$ cat config.mk
export PLATFORM = sky130hd
export DESIGN_NAME = sps_sync_select
export DESIGN_NICKNAME = d
export VERILOG_FILES = /design/src/rtl/sps_pipe.v /design/src/rtl/sps_sync_select.v
export VERILOG_INCLUDE_DIRS = /design/src /design/src/rtl
export SDC_FILE = /design/constraint.sdc
export NUM_CORES = 1
export LEC_CHECK = 0
export ABC_CLOCK_PERIOD_IN_PS = 2300
export CAP_MARGIN = 40
export CELL_PAD_IN_SITES_DETAIL_PLACEMENT = 0
export CELL_PAD_IN_SITES_GLOBAL_PLACEMENT = 2
export CORE_UTILIZATION = 37
export DETAILED_ROUTE_END_ITERATION = 10
export DONT_BUFFER_PORTS = 1
export GPL_TIMING_DRIVEN = 0
export PLACE_DENSITY_LB_ADDON = 0.1
export SLEW_MARGIN = 20
export SYNTH_ARGS = -nofsm -noshare
export SYNTH_HDL_FRONTEND = slang
export SYNTH_SLANG_ARGS = --single-unit
$ cat constraint.sdc
create_clock -name clk -period 2.3 [get_ports clk]
set_input_delay 0.69 -clock clk [delete_from_list [all_inputs] [get_ports clk]]
set_output_delay 0.69 -clock clk [all_outputs]
set_load 0.02 [all_outputs]
$ cat src/rtl/sps_defines.vh
// Constants for the sync pin output select block
`ifndef SPS_DEFINES_VH
`define SPS_DEFINES_VH
// Pipeline depth of the sync path
`define SPS_PIPE_DEPTH      2
// Output selection codes
`define SPS_SEL_W           3
`define SPS_SEL_TRI         3'h0
`define SPS_SEL_SD          3'h1
`define SPS_SEL_PIPE        3'h2
`define SPS_SEL_CODE        3'h3
`define SPS_SEL_CNT         3'h4
// Reset values
`define SPS_RST_PIN         1'b0
`define SPS_RST_OE          1'b0
`endif

$ cat src/rtl/sps_pipe.v
// Fixed-depth delay line for one sync signal
`timescale 1ns/100ps
`default_nettype none
`include "sps_defines.vh"
module sps_pipe (
  // Clock and reset
  input  wire clk,
  input  wire rstn,
  // Data
  input  wire din,
  output wire dout
);
  reg [`SPS_PIPE_DEPTH-1:0] shift_reg;

  always @(posedge clk) begin
    if (!rstn) begin
      shift_reg <= {`SPS_PIPE_DEPTH{1'b0}};
    end else begin
      shift_reg <= {shift_reg[`SPS_PIPE_DEPTH-2:0], din};
    end
  end

  assign dout = shift_reg[`SPS_PIPE_DEPTH-1];
endmodule // sps_pipe
`default_nettype wire

$ cat src/rtl/sps_sync_select.v
// Sync pin output selection for the shared horizontal and vertical pins
`timescale 1ns/100ps
`default_nettype none
`include "sps_defines.vh"
module sps_sync_select (
  // Clock and reset
  input  wire clk,
  input  wire rstn,
  // Control bits
  input  wire sd_sync_out_en,
  input  wire edhd_sync_out_en,
  input  wire edhd_in_fmt_embedded,
  input  wire edhd_hsync_ctrl,
  input  wire edhd_vsync_ctrl,
  input  wire std_interlaced,
  // SD timing
  input  wire sd_hsync,
  input  wire sd_vsync_field,
  // Embedded timing code bits
  input  wire code_h,
  input  wire code_v,
  input  wire code_f,
  // Internal counter pulses
  input  wire hcnt_sync,
  input  wire vcnt_sync,
  // Horizontal pin
  input  wire hsync_pin_i,
  output wire hsync_pin_o,
  output wire hsync_pin_oe,
  // Vertical pin
  input  wire vsync_pin_i,
  output wire vsync_pin_o,
  output wire vsync_pin_oe,
  // External ED/HD sync as received
  output wire edhd_ext_hsync,
  output wire edhd_ext_vsync,
  output wire edhd_ext_valid
);
  // ------------------------------------------------------------
  // Selection decode
  // ------------------------------------------------------------
  function [`SPS_SEL_W-1:0] sps_pick;
    input sd_en;
    input hd_en;
    input fmt;
    input ctrl;
    begin
      if (hd_en) begin
        if (ctrl) begin
          sps_pick = `SPS_SEL_CNT;
        end else if (fmt) begin
          sps_pick = `SPS_SEL_CODE;
        end else begin
          sps_pick = `SPS_SEL_PIPE;
        end
      end else if (sd_en) begin
        sps_pick = `SPS_SEL_SD;
      end else begin
        sps_pick = `SPS_SEL_TRI;
      end
    end
  endfunction

  wire [`SPS_SEL_W-1:0] hsel;
  wire [`SPS_SEL_W-1:0] vsel;
  assign hsel = sps_pick(sd_sync_out_en, edhd_sync_out_en,
                         edhd_in_fmt_embedded, edhd_hsync_ctrl);
  assign vsel = sps_pick(sd_sync_out_en, edhd_sync_out_en,
                         edhd_in_fmt_embedded, edhd_vsync_ctrl);

  // ------------------------------------------------------------
  // Pipelines, all of the same fixed depth SPS_PIPE_DEPTH
  // ------------------------------------------------------------
  wire sd_h_p;
  wire sd_v_p;
  wire ext_h_p;
  wire ext_v_p;
  wire code_h_p;
  wire code_vf_p;
  wire cnt_h_p;
  wire cnt_v_p;
  wire vf_src;

  assign vf_src = std_interlaced ? code_f : code_v;

  sps_pipe u_sd_h (.clk(clk), .rstn(rstn), .din(sd_hsync), .dout(sd_h_p));
  sps_pipe u_sd_v (.clk(clk), .rstn(rstn), .din(sd_vsync_field), .dout(sd_v_p));
  sps_pipe u_ex_h (.clk(clk), .rstn(rstn), .din(hsync_pin_i), .dout(ext_h_p));
  sps_pipe u_ex_v (.clk(clk), .rstn(rstn), .din(vsync_pin_i), .dout(ext_v_p));
  sps_pipe u_cd_h (.clk(clk), .rstn(rstn), .din(code_h), .dout(code_h_p));
  sps_pipe u_cd_v (.clk(clk), .rstn(rstn), .din(vf_src), .dout(code_vf_p));
  sps_pipe u_ct_h (.clk(clk), .rstn(rstn), .din(hcnt_sync), .dout(cnt_h_p));
  sps_pipe u_ct_v (.clk(clk), .rstn(rstn), .din(vcnt_sync), .dout(cnt_v_p));

  // ------------------------------------------------------------
  // Output mux
  // ------------------------------------------------------------
  reg h_next;
  reg v_next;
  reg h_oe_next;
  reg v_oe_next;

  always @* begin
    h_oe_next = 1'b1;
    case (hsel)
      `SPS_SEL_SD:   h_next = sd_h_p;
      `SPS_SEL_PIPE: h_next = ext_h_p;
      `SPS_SEL_CODE: h_next = code_h_p;
      `SPS_SEL_CNT:  h_next = cnt_h_p;
      default: begin
        h_next    = `SPS_RST_PIN;
        h_oe_next = 1'b0;
      end
    endcase
  end

  always @* begin
    v_oe_next = 1'b1;
    case (vsel)
      `SPS_SEL_SD:   v_next = sd_v_p;
      `SPS_SEL_PIPE: v_next = ext_v_p;
      `SPS_SEL_CODE: v_next = code_vf_p;
      `SPS_SEL_CNT:  v_next = cnt_v_p;
      default: begin
        v_next    = `SPS_RST_PIN;
        v_oe_next = 1'b0;
      end
    endcase
  end

  // ------------------------------------------------------------
  // Registered pins
  // ------------------------------------------------------------
  reg h_reg;
  reg v_reg;
  reg h_oe_reg;
  reg v_oe_reg;
  reg ext_valid_reg;

  always @(posedge clk) begin
    if (!rstn) begin
      h_reg         <= `SPS_RST_PIN;
      v_reg         <= `SPS_RST_PIN;
      h_oe_reg      <= `SPS_RST_OE;
      v_oe_reg      <= `SPS_RST_OE;
      ext_valid_reg <= 1'b0;
    end else begin
      h_reg         <= h_next;
      v_reg         <= v_next;
      h_oe_reg      <= h_oe_next;
      v_oe_reg      <= v_oe_next;
      ext_valid_reg <= !edhd_in_fmt_embedded && !edhd_sync_out_en
                       && !sd_sync_out_en;
    end
  end

  assign hsync_pin_o    = h_reg;
  assign vsync_pin_o    = v_reg;
  assign hsync_pin_oe   = h_oe_reg;
  assign vsync_pin_oe   = v_oe_reg;
  assign edhd_ext_hsync = ext_h_p;
  assign edhd_ext_vsync = ext_v_p;
  assign edhd_ext_valid = ext_valid_reg;
endmodule // sps_sync_select
`default_nettype wire

**Yosys cells after proc, flatten, opt, wreduce, memory -nomap -nowiden**

Cells that the tools add are included.

- Input port bits: 17
- Output and inout bits: 7
- Register bits: 21
- Word-level logic and storage cells: 39

- Equality and inequality tests: 8
- Reductions and logical operators: 7
- Muxes and demuxes: 11

Operators with widths:

| cell | number |
|---|---|
| 3-bit by 2-bit equality test with 1-bit output (second input constant) | 4 |
| 3-bit 2-to-1 mux | 4 |
| 1-bit case mux with 4 select lines | 2 |
| 4-bit OR reduction | 2 |
| 3-bit by 1-bit equality test with 1-bit output (second input constant) | 2 |
| 3-bit equality test (second input constant) | 2 |
| 1-bit 2-to-1 mux | 5 |
| 1-bit logical NOT | 3 |
| 1-bit logical AND | 2 |

**Logic depth before layout (Yosys ltp)**

Gate-level depths: netlist (run 1).

- Depth in word-level cells: 6
- Mapped depth: 3
- Mapped depth without buffers: 3

**By module**

From an unflattened synthesis (run 1), not the netlist that was laid out.

- Cells, all modules: 52
- Area total of the unflattened synthesis: 625.6 um2

By module, submodules not included:

| module | cells an instance | area each (um2) | seq. area each (um2) | times used |
|---|---|---|---|---|
| sps_pipe | 4 | 52.6 | 40.0 | 8 |
| sps_sync_select | 20 | 205.2 | 100.1 | 1 |

**Least setup slack after synthesis (run 1)**

Ideal clock, no wire load.

- Path type: input-to-reg
- From: in edhd_in_fmt_embedded
- To: reg h_reg, in the netlist hsync_pin_o
- Required time: 2.166 ns
- Buffers on the path: 0
- Library setup time: 0.134 ns
- Slack: 0.966 ns
- Data arrival time: 1.200 ns
- Stages on the path: 3
- Path through: mux2_1 -> o211ai_1 -> a21oi_1

- Longest elaborated chain between the ends: 5
- Elaborated cells on any way between the ends: 8
- Those cells by class: eq/ne (4); mux (4)

RTL lines:

| element | RTL line | text |
|---|---|---|
| start: declaration | sps_sync_select.v:12 | `input wire edhd_in_fmt_embedded,` |
| 1-bit 2-to-1 mux * | sps_sync_select.v:51 | `end else if (fmt) begin` |
| 3-bit 2-to-1 mux * | sps_sync_select.v:49 | `if (ctrl) begin` |
| 3-bit 2-to-1 mux * | sps_sync_select.v:48 | `if (hd_en) begin` |
| 3-bit equality test (tied with other cells) | sps_sync_select.v:105 | `case (hsel)` |
| 1-bit case mux with 4 select lines * | sps_sync_select.v:105 |  |
| end signal: assignment | sps_sync_select.v:142 | `` h_reg <= `SPS_RST_PIN; `` |
| end signal: assignment | sps_sync_select.v:148 | `h_reg <= h_next;` |
| end: declaration | sps_sync_select.v:134 | `reg h_reg;` |

Mark *: on every way between the ends. The rest lies on a longest branch, timed or not.
A chain may end at the register's enable or synchronous reset.

**Worst setup path in the final report (run 1)**

- From: reg u_ex_v.shift_reg[1]
- To: out edhd_ext_vsync

RTL lines:

| element | RTL line | text |
|---|---|---|
| start: declaration | sps_pipe.v:13 | `` reg [`SPS_PIPE_DEPTH-1:0] shift_reg; `` |
| start signal: assignment | sps_pipe.v:17 | `` shift_reg <= {`SPS_PIPE_DEPTH{1'b0}}; `` |
| start signal: assignment | sps_pipe.v:19 | `` shift_reg <= {shift_reg[`SPS_PIPE_DEPTH-2:0], din}; `` |
| end: declaration | sps_sync_select.v:36 | `output wire edhd_ext_vsync,` |

No word-level cell between the ends.

==> flow_metrics.tcl, run 1 <==
set metrics [dict create \
    cts_max_level 1 \
    startpoint_type "flop" \
    cp_max_fo 2 \
    post-synth-top-count-cell "dfxtp_1" \
    synth_area_um2 628.1 \
    ios 24 \
    cts_buffer_depth 2 \
    required_ns 1.61 \
    ys_seq_area_frac 0.6693 \
    synth_fa_ha_area_frac 0 \
    fmax_mhz 695.5 \
    async_reset_ff_frac 0 \
    layout-drive-gt1-share 0.05263 \
    critical_path_class "reg2out" \
    post-route-period-util 0.6251 \
    min_period_ns 1.438 \
    die-area_um2 1866 \
    grt_max_degree 12 \
    synth_top_cell_by_area "dfxtp_1" \
    area_growth_pct 7.371 \
    clk_latency_ns 0.29 \
    syn_area_per_cell_um2 11.85 \
    synthFlopType "dfxtp_1" \
    rsz0062_at_grt "no" \
    slew_viol_final 0 \
    synth_xor_area_frac 0 \
    finish.instance_area_um2 674.4 \
    synth_top_area_frac 0.6693 \
    fin_setup_tns_ns 0 \
    worstPathArrival_ns 0.75 \
    synth_commonest_cells "21 x dfxtp_1, 15 x and2_1, 4 x nand2b_1" \
    drt_iter0_markers 3 \
    irDropWorstVdd_v 0.0003132 \
    cts_tree "yes" \
    hold_class "reg2reg" \
    via_count 360 \
    die_y_um 43.20 \
    drt_drc_violations_left 0 \
    post_cts_resized 0 \
    routed_wl_um 841 \
    synth_fp_nets 70 \
    relSlewSlack 0.7022 \
    place_area_um2 648.1 \
    gr-total-overflow 0 \
    diodes 0 \
    ant_nets 0 \
    powerDensity_nw_per_um2 854.1 \
    die_w_um 43.20 \
    setup_viol 0 \
    path_clk_slew_ns 0.10 \
    postCtsHoldBufs 0 \
    synth-simple-area-share 0.2131 \
    synthCells 53 \
    grt_usage 0.1050 \
    synth_edf_count 0 \
    critPathCaptureType "primary output" \
    cts_setup_buffers 0 \
    start_util 0.4075 \
    power_leakage_uw 0.0002792 \
    clock-sinks 21 \
    synth_top_family_by_area "simple AND/OR/NAND/NOR gates" \
    hpwl_um 656.1 \
    drv_cap 0 \
    skew_ns 0.0007765 \
    cts_root_buf "clkbuf_4" \
    synth_cell_type_count 12 \
    synth_mux_area_frac 0.05179 \
    antenna_found_initial 0 \
    place_congestion 0.6236 \
    dr.pass1.iters 4 \
    layout.nets 75 \
    grt_pass1_wl_mm 1.338 \
    ys_seq_elements 21 \
    synth_compound_area_frac 0.04781 \
    status "complete, no violations" \
    viasPerCell 4.932 \
    cts_buffers 3 \
    port_buffers 0 \
    core_um2 1541 \
    ys_warn_count 0 \
    tightest_slew_ns 0.4420 \
    netlist_top_cells_area "dfxtp_1 67%, and2_1 15%, nand2b_1 4.0%, mux2_1 3.6%, o211ai_1 2.4%" \
    grt_pass1_vias 308 \
    fp-row-count 14 \
    hold_violations 0 \
    wire_per_inst_um 11.52 \
]
kinds of logic (layout without fill, tap and decap cells):
| logic type | count (synthesis) | count (layout) |
|---|---|---|
| flip-flops | 21 | 21 |
| AND/OR/NAND/NOR | 21 | 21 |
| AO/OA/AOI/OAI | 5 | 5 |
| multiplexers | 3 | 3 |
| buffers and inverters | 3 | 7 |
power by group:
part / switching (uW) / leakage, uW / internal, uW
logic: 8.25 / 0.0000905 / 12.7
registers: 11.5 / 0.000174 / 381
clock network: 95.0 / 0.0000150 / 67.5
final cells by class:
| cell class | instances | area [um2] |
|---|---|---|
| Clock buffer | 4 | 26.28 |
| Inverter | 2 | 7.507 |
| Tap cell | 16 | 20.02 |
| Buffer | 1 | 3.754 |
| Fill cell | 146 | 867.1 |
| Multi-Input combinational cell | 29 | 196.4 |
| Sequential cell | 21 | 420.4 |
metrics by stage:
stage	cells	hold WS (ns)	utilization	total power (uW)	worst slack (ns)
2_1_floorplan	53	0.4057	-	418.2	0.9663
3_3_place_gp	69	0.4143	0.4205	420.8	0.9391
3_5_place_dp	69	0.4137	0.4205	422.6	0.8891
4_1_cts	73	0.4377	0.4375	583.4	0.8492
5_1_grt	73	0.4305	0.4375	607.8	0.8077
6_report	73	0.4425	0.4375	576.0	0.8622
final timing paths:
kind                                        from                        endpoint  slack, ns  depth (start not counted)
setup / recovery  u_ex_v.shift_reg[1]$_SDFF_PN0_                  edhd_ext_vsync       0.86                          0
hold / removal    u_sd_h.shift_reg[0]$_SDFF_PN0_  u_sd_h.shift_reg[1]$_SDFF_PN0_       0.44                          1
setup reg to reg  u_ex_h.shift_reg[1]$_SDFF_PN0_          hsync_pin_o$_SDFF_PN0_       1.21                          3
hold reg to reg   u_sd_h.shift_reg[0]$_SDFF_PN0_  u_sd_h.shift_reg[1]$_SDFF_PN0_       0.44                          1
placed cells by master, fill, tap and decap left out:
cell	synthesis	routed
a21oi_1	2	2
and2_1	15	15
clkbuf_1	1	2
clkbuf_4	0	3
dfxtp_1	21	21
inv_1	2	2
mux2_1	2	2
mux2i_1	1	1
nand2b_1	4	4
nor2b_1	1	1
nor4b_1	1	1
o211ai_1	2	2
o21ai_0	1	1
routing by layer:
| metal | global-route usage | share of wire | vias to the layer above |
|---|---|---|---|
| li1 | - | - | 177 |
| met1 | 0.1005 | 0.36 | 156 |
| met2 | 0.1522 | 0.46 | 25 |
| met3 | 0.08085 | 0.15 | 2 |
| met4 | 0.07273 | 0.024 | 0 |
| met5 | 0 | 0 | - |
Note: power is estimated with default switching activity, not from simulation.
==> run 2: changes to the inputs <==
Settings changed: ABC_CLOCK_PERIOD_IN_PS 2300 to 1300, CORE_UTILIZATION 37 to 31.
Clock period 2.3 ns to 1.3 ns, I/O delays scaled along.
==> flow_metrics.tcl, run 2 (synthesis results as in run 1) <==
set metrics [dict create \
    grt_max_degree 12 \
    clock-sinks 21 \
    port_buffers 0 \
    relSlewSlack 0.7254 \
    post-route-period-util 0.8716 \
    cts_buffers 3 \
    gr-total-overflow 0 \
    grt_usage 0.09214 \
    fin_setup_tns_ns 0 \
    slew_viol_final 0 \
    irDropWorstVdd_v 0.0006047 \
    start_util 0.3450 \
    met3_length_um 116 \
    critPathCaptureType "primary output" \
    cts_root_buf "clkbuf_4" \
    min_period_ns 1.133 \
    diodes 0 \
    grt_pass1_wl_mm 1.311 \
    grt_pass1_vias 344 \
    cp.depth 0 \
    layout-drive-gt1-share 0.05263 \
    layout.nets 75 \
    highest_layer "met3" \
    path_clk_slew_ns 0.10 \
    area_growth_pct 9.163 \
    wl_met1_um 336 \
    clk_latency_ns 0.28 \
    critical_path_class "reg2out" \
    dp_cells 78 \
    drt_iter0_markers 2 \
    drv_cap 0 \
    postCtsHoldBufs 0 \
    place_congestion 0.6463 \
    cts_max_level 1 \
    rsz0062_at_grt "no" \
    die_y_um 47.01 \
    powerDensity_nw_per_um2 1481 \
    min_from "sd_sync_out_en" \
    ff2ff_path_depth 3 \
    stdcell_count 82 \
    skew_ns 0.0005779 \
    core_um2 1821 \
    ios 24 \
    via_count 337 \
    setup_viol 0 \
    antenna_found_initial 0 \
    final_common_cell "dfxtp_1" \
    hold_violations 0 \
    cts_tree "yes" \
    cp_max_fo 2 \
    startpoint_type "flop" \
    hold_class "in2reg" \
    tightest_slew_ns 0.4075 \
    power_leakage_uw 0.0002792 \
    status "complete, no violations" \
    r2r_start "u_ex_h.shift_reg[1]$_SDFF_PN0_" \
    die-area_um2 2210 \
    fp-row-count 15 \
    drt_drc_violations_left 0 \
    post_cts_resized 0 \
    crit_start "u_ex_h.shift_reg[1]$_SDFF_PN0_" \
    worstHoldPathCells 1 \
    fmax_mhz 882.5 \
    viasPerCell 4.110 \
    die_w_um 47.01 \
    dr.pass1.iters 2 \
    cts_setup_buffers 0 \
    layout_common_cells "21 x dfxtp_1, 15 x and2_1, 4 x nand2b_1" \
    ant_nets 0 \
    wire_per_inst_um 9.988 \
    fin_util 0.3766 \
    cts_buffer_depth 2 \
    routed_wl_um 819 \
    worstPathArrival_ns 0.74 \
    required_ns 0.91 \
    wl_met2_um 365 \
]
## run 2: cell counts in the layout (fill, tap and decap cells not counted)
Identical to the previous run, type by type.
## run 2: layer usage
metal  vias up  track usage
met5         -            0
met4         0      0.06857
met3         0      0.06154
met2        21       0.1361
met1       140      0.09198
li1        176            -
## run 2: stage by stage
stage          instance area, um2  total power, uW  worst slack (ns)  hold slack (ns)
2_1_floorplan               628.1            739.9            0.2663           0.4057
3_3_place_gp                659.4            744.9            0.2320           0.4141
3_5_place_dp                659.4            747.3            0.2330           0.4191
4_1_cts                     685.7             1034            0.1458           0.1487
5_1_grt                     685.7             1079            0.1123           0.1370
6_report                    685.7             1015            0.1669           0.1631
## run 2: power by group
part           total [uW]  internal, uW  leakage [uW]  switching, uW
Combinational        35.9          22.5     0.0000905           13.5
Sequential            695           674      0.000174           20.6
Clock                 285           119     0.0000150            166
Total                1020           816      0.000279            200
## run 2: final timing paths
check / to / slack [ns]
setup / recovery: edhd_ext_hsync / 0.17
hold / removal: edhd_ext_valid$_SDFF_PN0_ / 0.16
setup reg to reg: hsync_pin_o$_SDFF_PN0_ / 0.25
hold reg to reg: u_ex_h.shift_reg[1]$_SDFF_PN0_ / 0.44
## run 2: area by class of cell
| type | count | area [um2] |
|---|---|---|
| Clock buffer | 4 | 26.28 |
| Sequential cell | 21 | 420.4 |
| Inverter | 2 | 7.507 |
| Multi-Input combinational cell | 29 | 196.4 |
| Tap cell | 25 | 31.28 |
| Fill cell | 188 | 1135 |
| Buffer | 1 | 3.754 |
==> run 3: changes to the inputs <==
Settings changed: ABC_AREA set to 1, CORE_UTILIZATION 31 to 29.
==> flow_metrics.tcl, run 3 <==
set metrics [dict create \
    status "complete, no violations" \
    layout.nets 103 \
    post-route-period-util 0.8815 \
    dr.pass1.iters 2 \
    hold_class "in2reg" \
    path_clk_slew_ns 0.11 \
    routed_wl_um 966 \
    min_period_ns 1.146 \
    grt_pass1_vias 371 \
    synth_top_area_frac 0.6098 \
    cts_tree "yes" \
    final_common_cell "nand2_1" \
    slew_viol_final 0 \
    required_ns 0.91 \
    stdcell_count 113 \
    hold_violations 0 \
    synth_edf_count 0 \
    skew_ns 0.0005714 \
    postCtsHoldBufs 0 \
    grt_usage 0.09223 \
    die_y_um 50.76 \
    report.power.total_uw 1052 \
    wl_met1_um 403 \
    critical_path_class "reg2out" \
    post_cts_resized 0 \
    start_util 0.3087 \
    finish.instance_area_um2 750.7 \
    via_count 401 \
    place_area_um2 724.4 \
    setup_viol 0 \
    viasPerCell 3.549 \
    ys_seq_elements 21 \
    die-area_um2 2576 \
    highest_layer "met4" \
    layout-drive-gt1-share 0.1176 \
    syn_area_per_cell_um2 8.511 \
    synth_cell_type_count 14 \
    cts_buffers 3 \
    post-synth-top-count-cell "nand2_1" \
    grt_max_degree 12 \
    cts_max_level 1 \
    clock-sinks 21 \
    fmax_mhz 872.6 \
    power_leakage_uw 0.0004273 \
    async_reset_ff_frac 0 \
    ant_nets 0 \
    met3_length_um 99 \
    place_congestion 0.6051 \
    die_w_um 50.76 \
    grt_pass1_wl_mm 1.621 \
    gr-total-overflow 0 \
    drt_iter0_markers 1 \
    fp-row-count 17 \
    cts_setup_buffers 0 \
    critPathCaptureType "primary output" \
    powerDensity_nw_per_um2 1402 \
    hpwl_um 735.4 \
    port_buffers 0 \
    fin_setup_tns_ns 0 \
    cts_buffer_depth 2 \
    drt_drc_violations_left 0 \
    ios 24 \
    irDropWorstVdd_v 0.0005075 \
    synth_commonest_cells "25 x nand2_1, 21 x dfxtp_1, 20 x inv_1, 3 x a21oi_1" \
    drv_cap 0 \
    area_growth_pct 8.893 \
    synth_area_um2 689.4 \
    synthFlopType "dfxtp_1" \
    diodes 0 \
    synth_top_cell_by_area "dfxtp_1" \
    startpoint_type "flop" \
    clk_latency_ns 0.29 \
    dp_cells 109 \
    antenna_found_initial 0 \
    synth_fp_nets 98 \
    relSlewSlack 0.8421 \
    cts_root_buf "clkbuf_4" \
    cp_max_fo 2 \
    synthCells 81 \
    core_um2 2233 \
    worstPathArrival_ns 0.76 \
    rsz0062_at_grt "no" \
    wl_met2_um 445 \
    tightest_slew_ns 0.2360 \
    netlist_top_cells_area "dfxtp_1 61%, nand2_1 14%, inv_1 11%, a21oi_2 2.5%, a21oi_1 2.2%" \
    ys_warn_count 0 \
    wire_per_inst_um 8.549 \
    ys_seq_area_frac 0.6098 \
    layout_common_cells "25 x nand2_1, 21 x dfxtp_1, 20 x inv_1" \
]
[run 3: cell types whose count changed after synthesis, sizes merged, moves of 3 or more]
cell and change:
and2 -15, nor2 +3, nand2b -4, inv +19
a21oi +3, nand2 +25
[run 3: worst reg2reg max path, cell delays in order (launching register included)]
cell and delay (ns):
dfxtp_1 0.46, nand2_1 0.09, nand2_1 0.07, nand2_1 0.06, a21oi_2 0.10
[run 3: path summary, 6_finish.rpt]
check | startpoint | to | slack (ns) | cells past startpoint
worst max-delay path | u_ex_v.shift_reg[1]$_SDFF_PN0_ | edhd_ext_vsync | 0.15 | 0
worst min-delay path | sd_sync_out_en | edhd_ext_valid$_SDFF_PN0_ | 0.15 | 1
worst max register to register | u_ex_h.shift_reg[1]$_SDFF_PN0_ | hsync_pin_o$_SDFF_PN0_ | 0.47 | 4
worst min register to register | u_ct_v.shift_reg[0]$_SDFF_PN0_ | u_ct_v.shift_reg[1]$_SDFF_PN0_ | 0.42 | 2
[run 3: per-layer routing]
metal | vias up | global-route usage
met3 | 2 | 0.03333
met2 | 18 | 0.1378
met1 | 144 | 0.1009
li1 | 237 | -
met4 | 0 | 0.08333
met5 | - | 0
[run 3: cells by family after synthesis]
| family | Yosys count | share of synthesized area |
|---|---|---|
| compound gates | 6 | 0.05444 |
| buf+inv | 23 | 0.1452 |
| flops | 21 | 0.6098 |
| simple gates | 31 | 0.1906 |
[run 3: final cells by class]
| cell class | instances | area [um2] |
|---|---|---|
| clock buffer | 4 | 26.28 |
| fill | 250 | 1483 |
| sequential | 21 | 420.4 |
| multi-input combinational | 37 | 168.9 |
| tap | 28 | 35.03 |
| buffer | 2 | 18.77 |
| inverter | 21 | 81.33 |
[run 3: power breakdown]
part	switching (uW)	internal (uW)	total, uW
clock	177	119	297
combinational	32.6	25.3	57.9
sequential	22.2	675	698
total	232	820	1050
[run 3: per-stage QoR]
step | worst slack, ns | hold slack [ns] | util
after global routing | 0.1002 | 0.1245 | 0.3361
after detailed placement | 0.4016 | 0.3974 | 0.3244
after floorplan | 0.4367 | 0.3864 | -
final | 0.1540 | 0.1548 | 0.3361
after CTS | 0.1265 | 0.1347 | 0.3361
after global placement | 0.3963 | 0.3957 | 0.3244
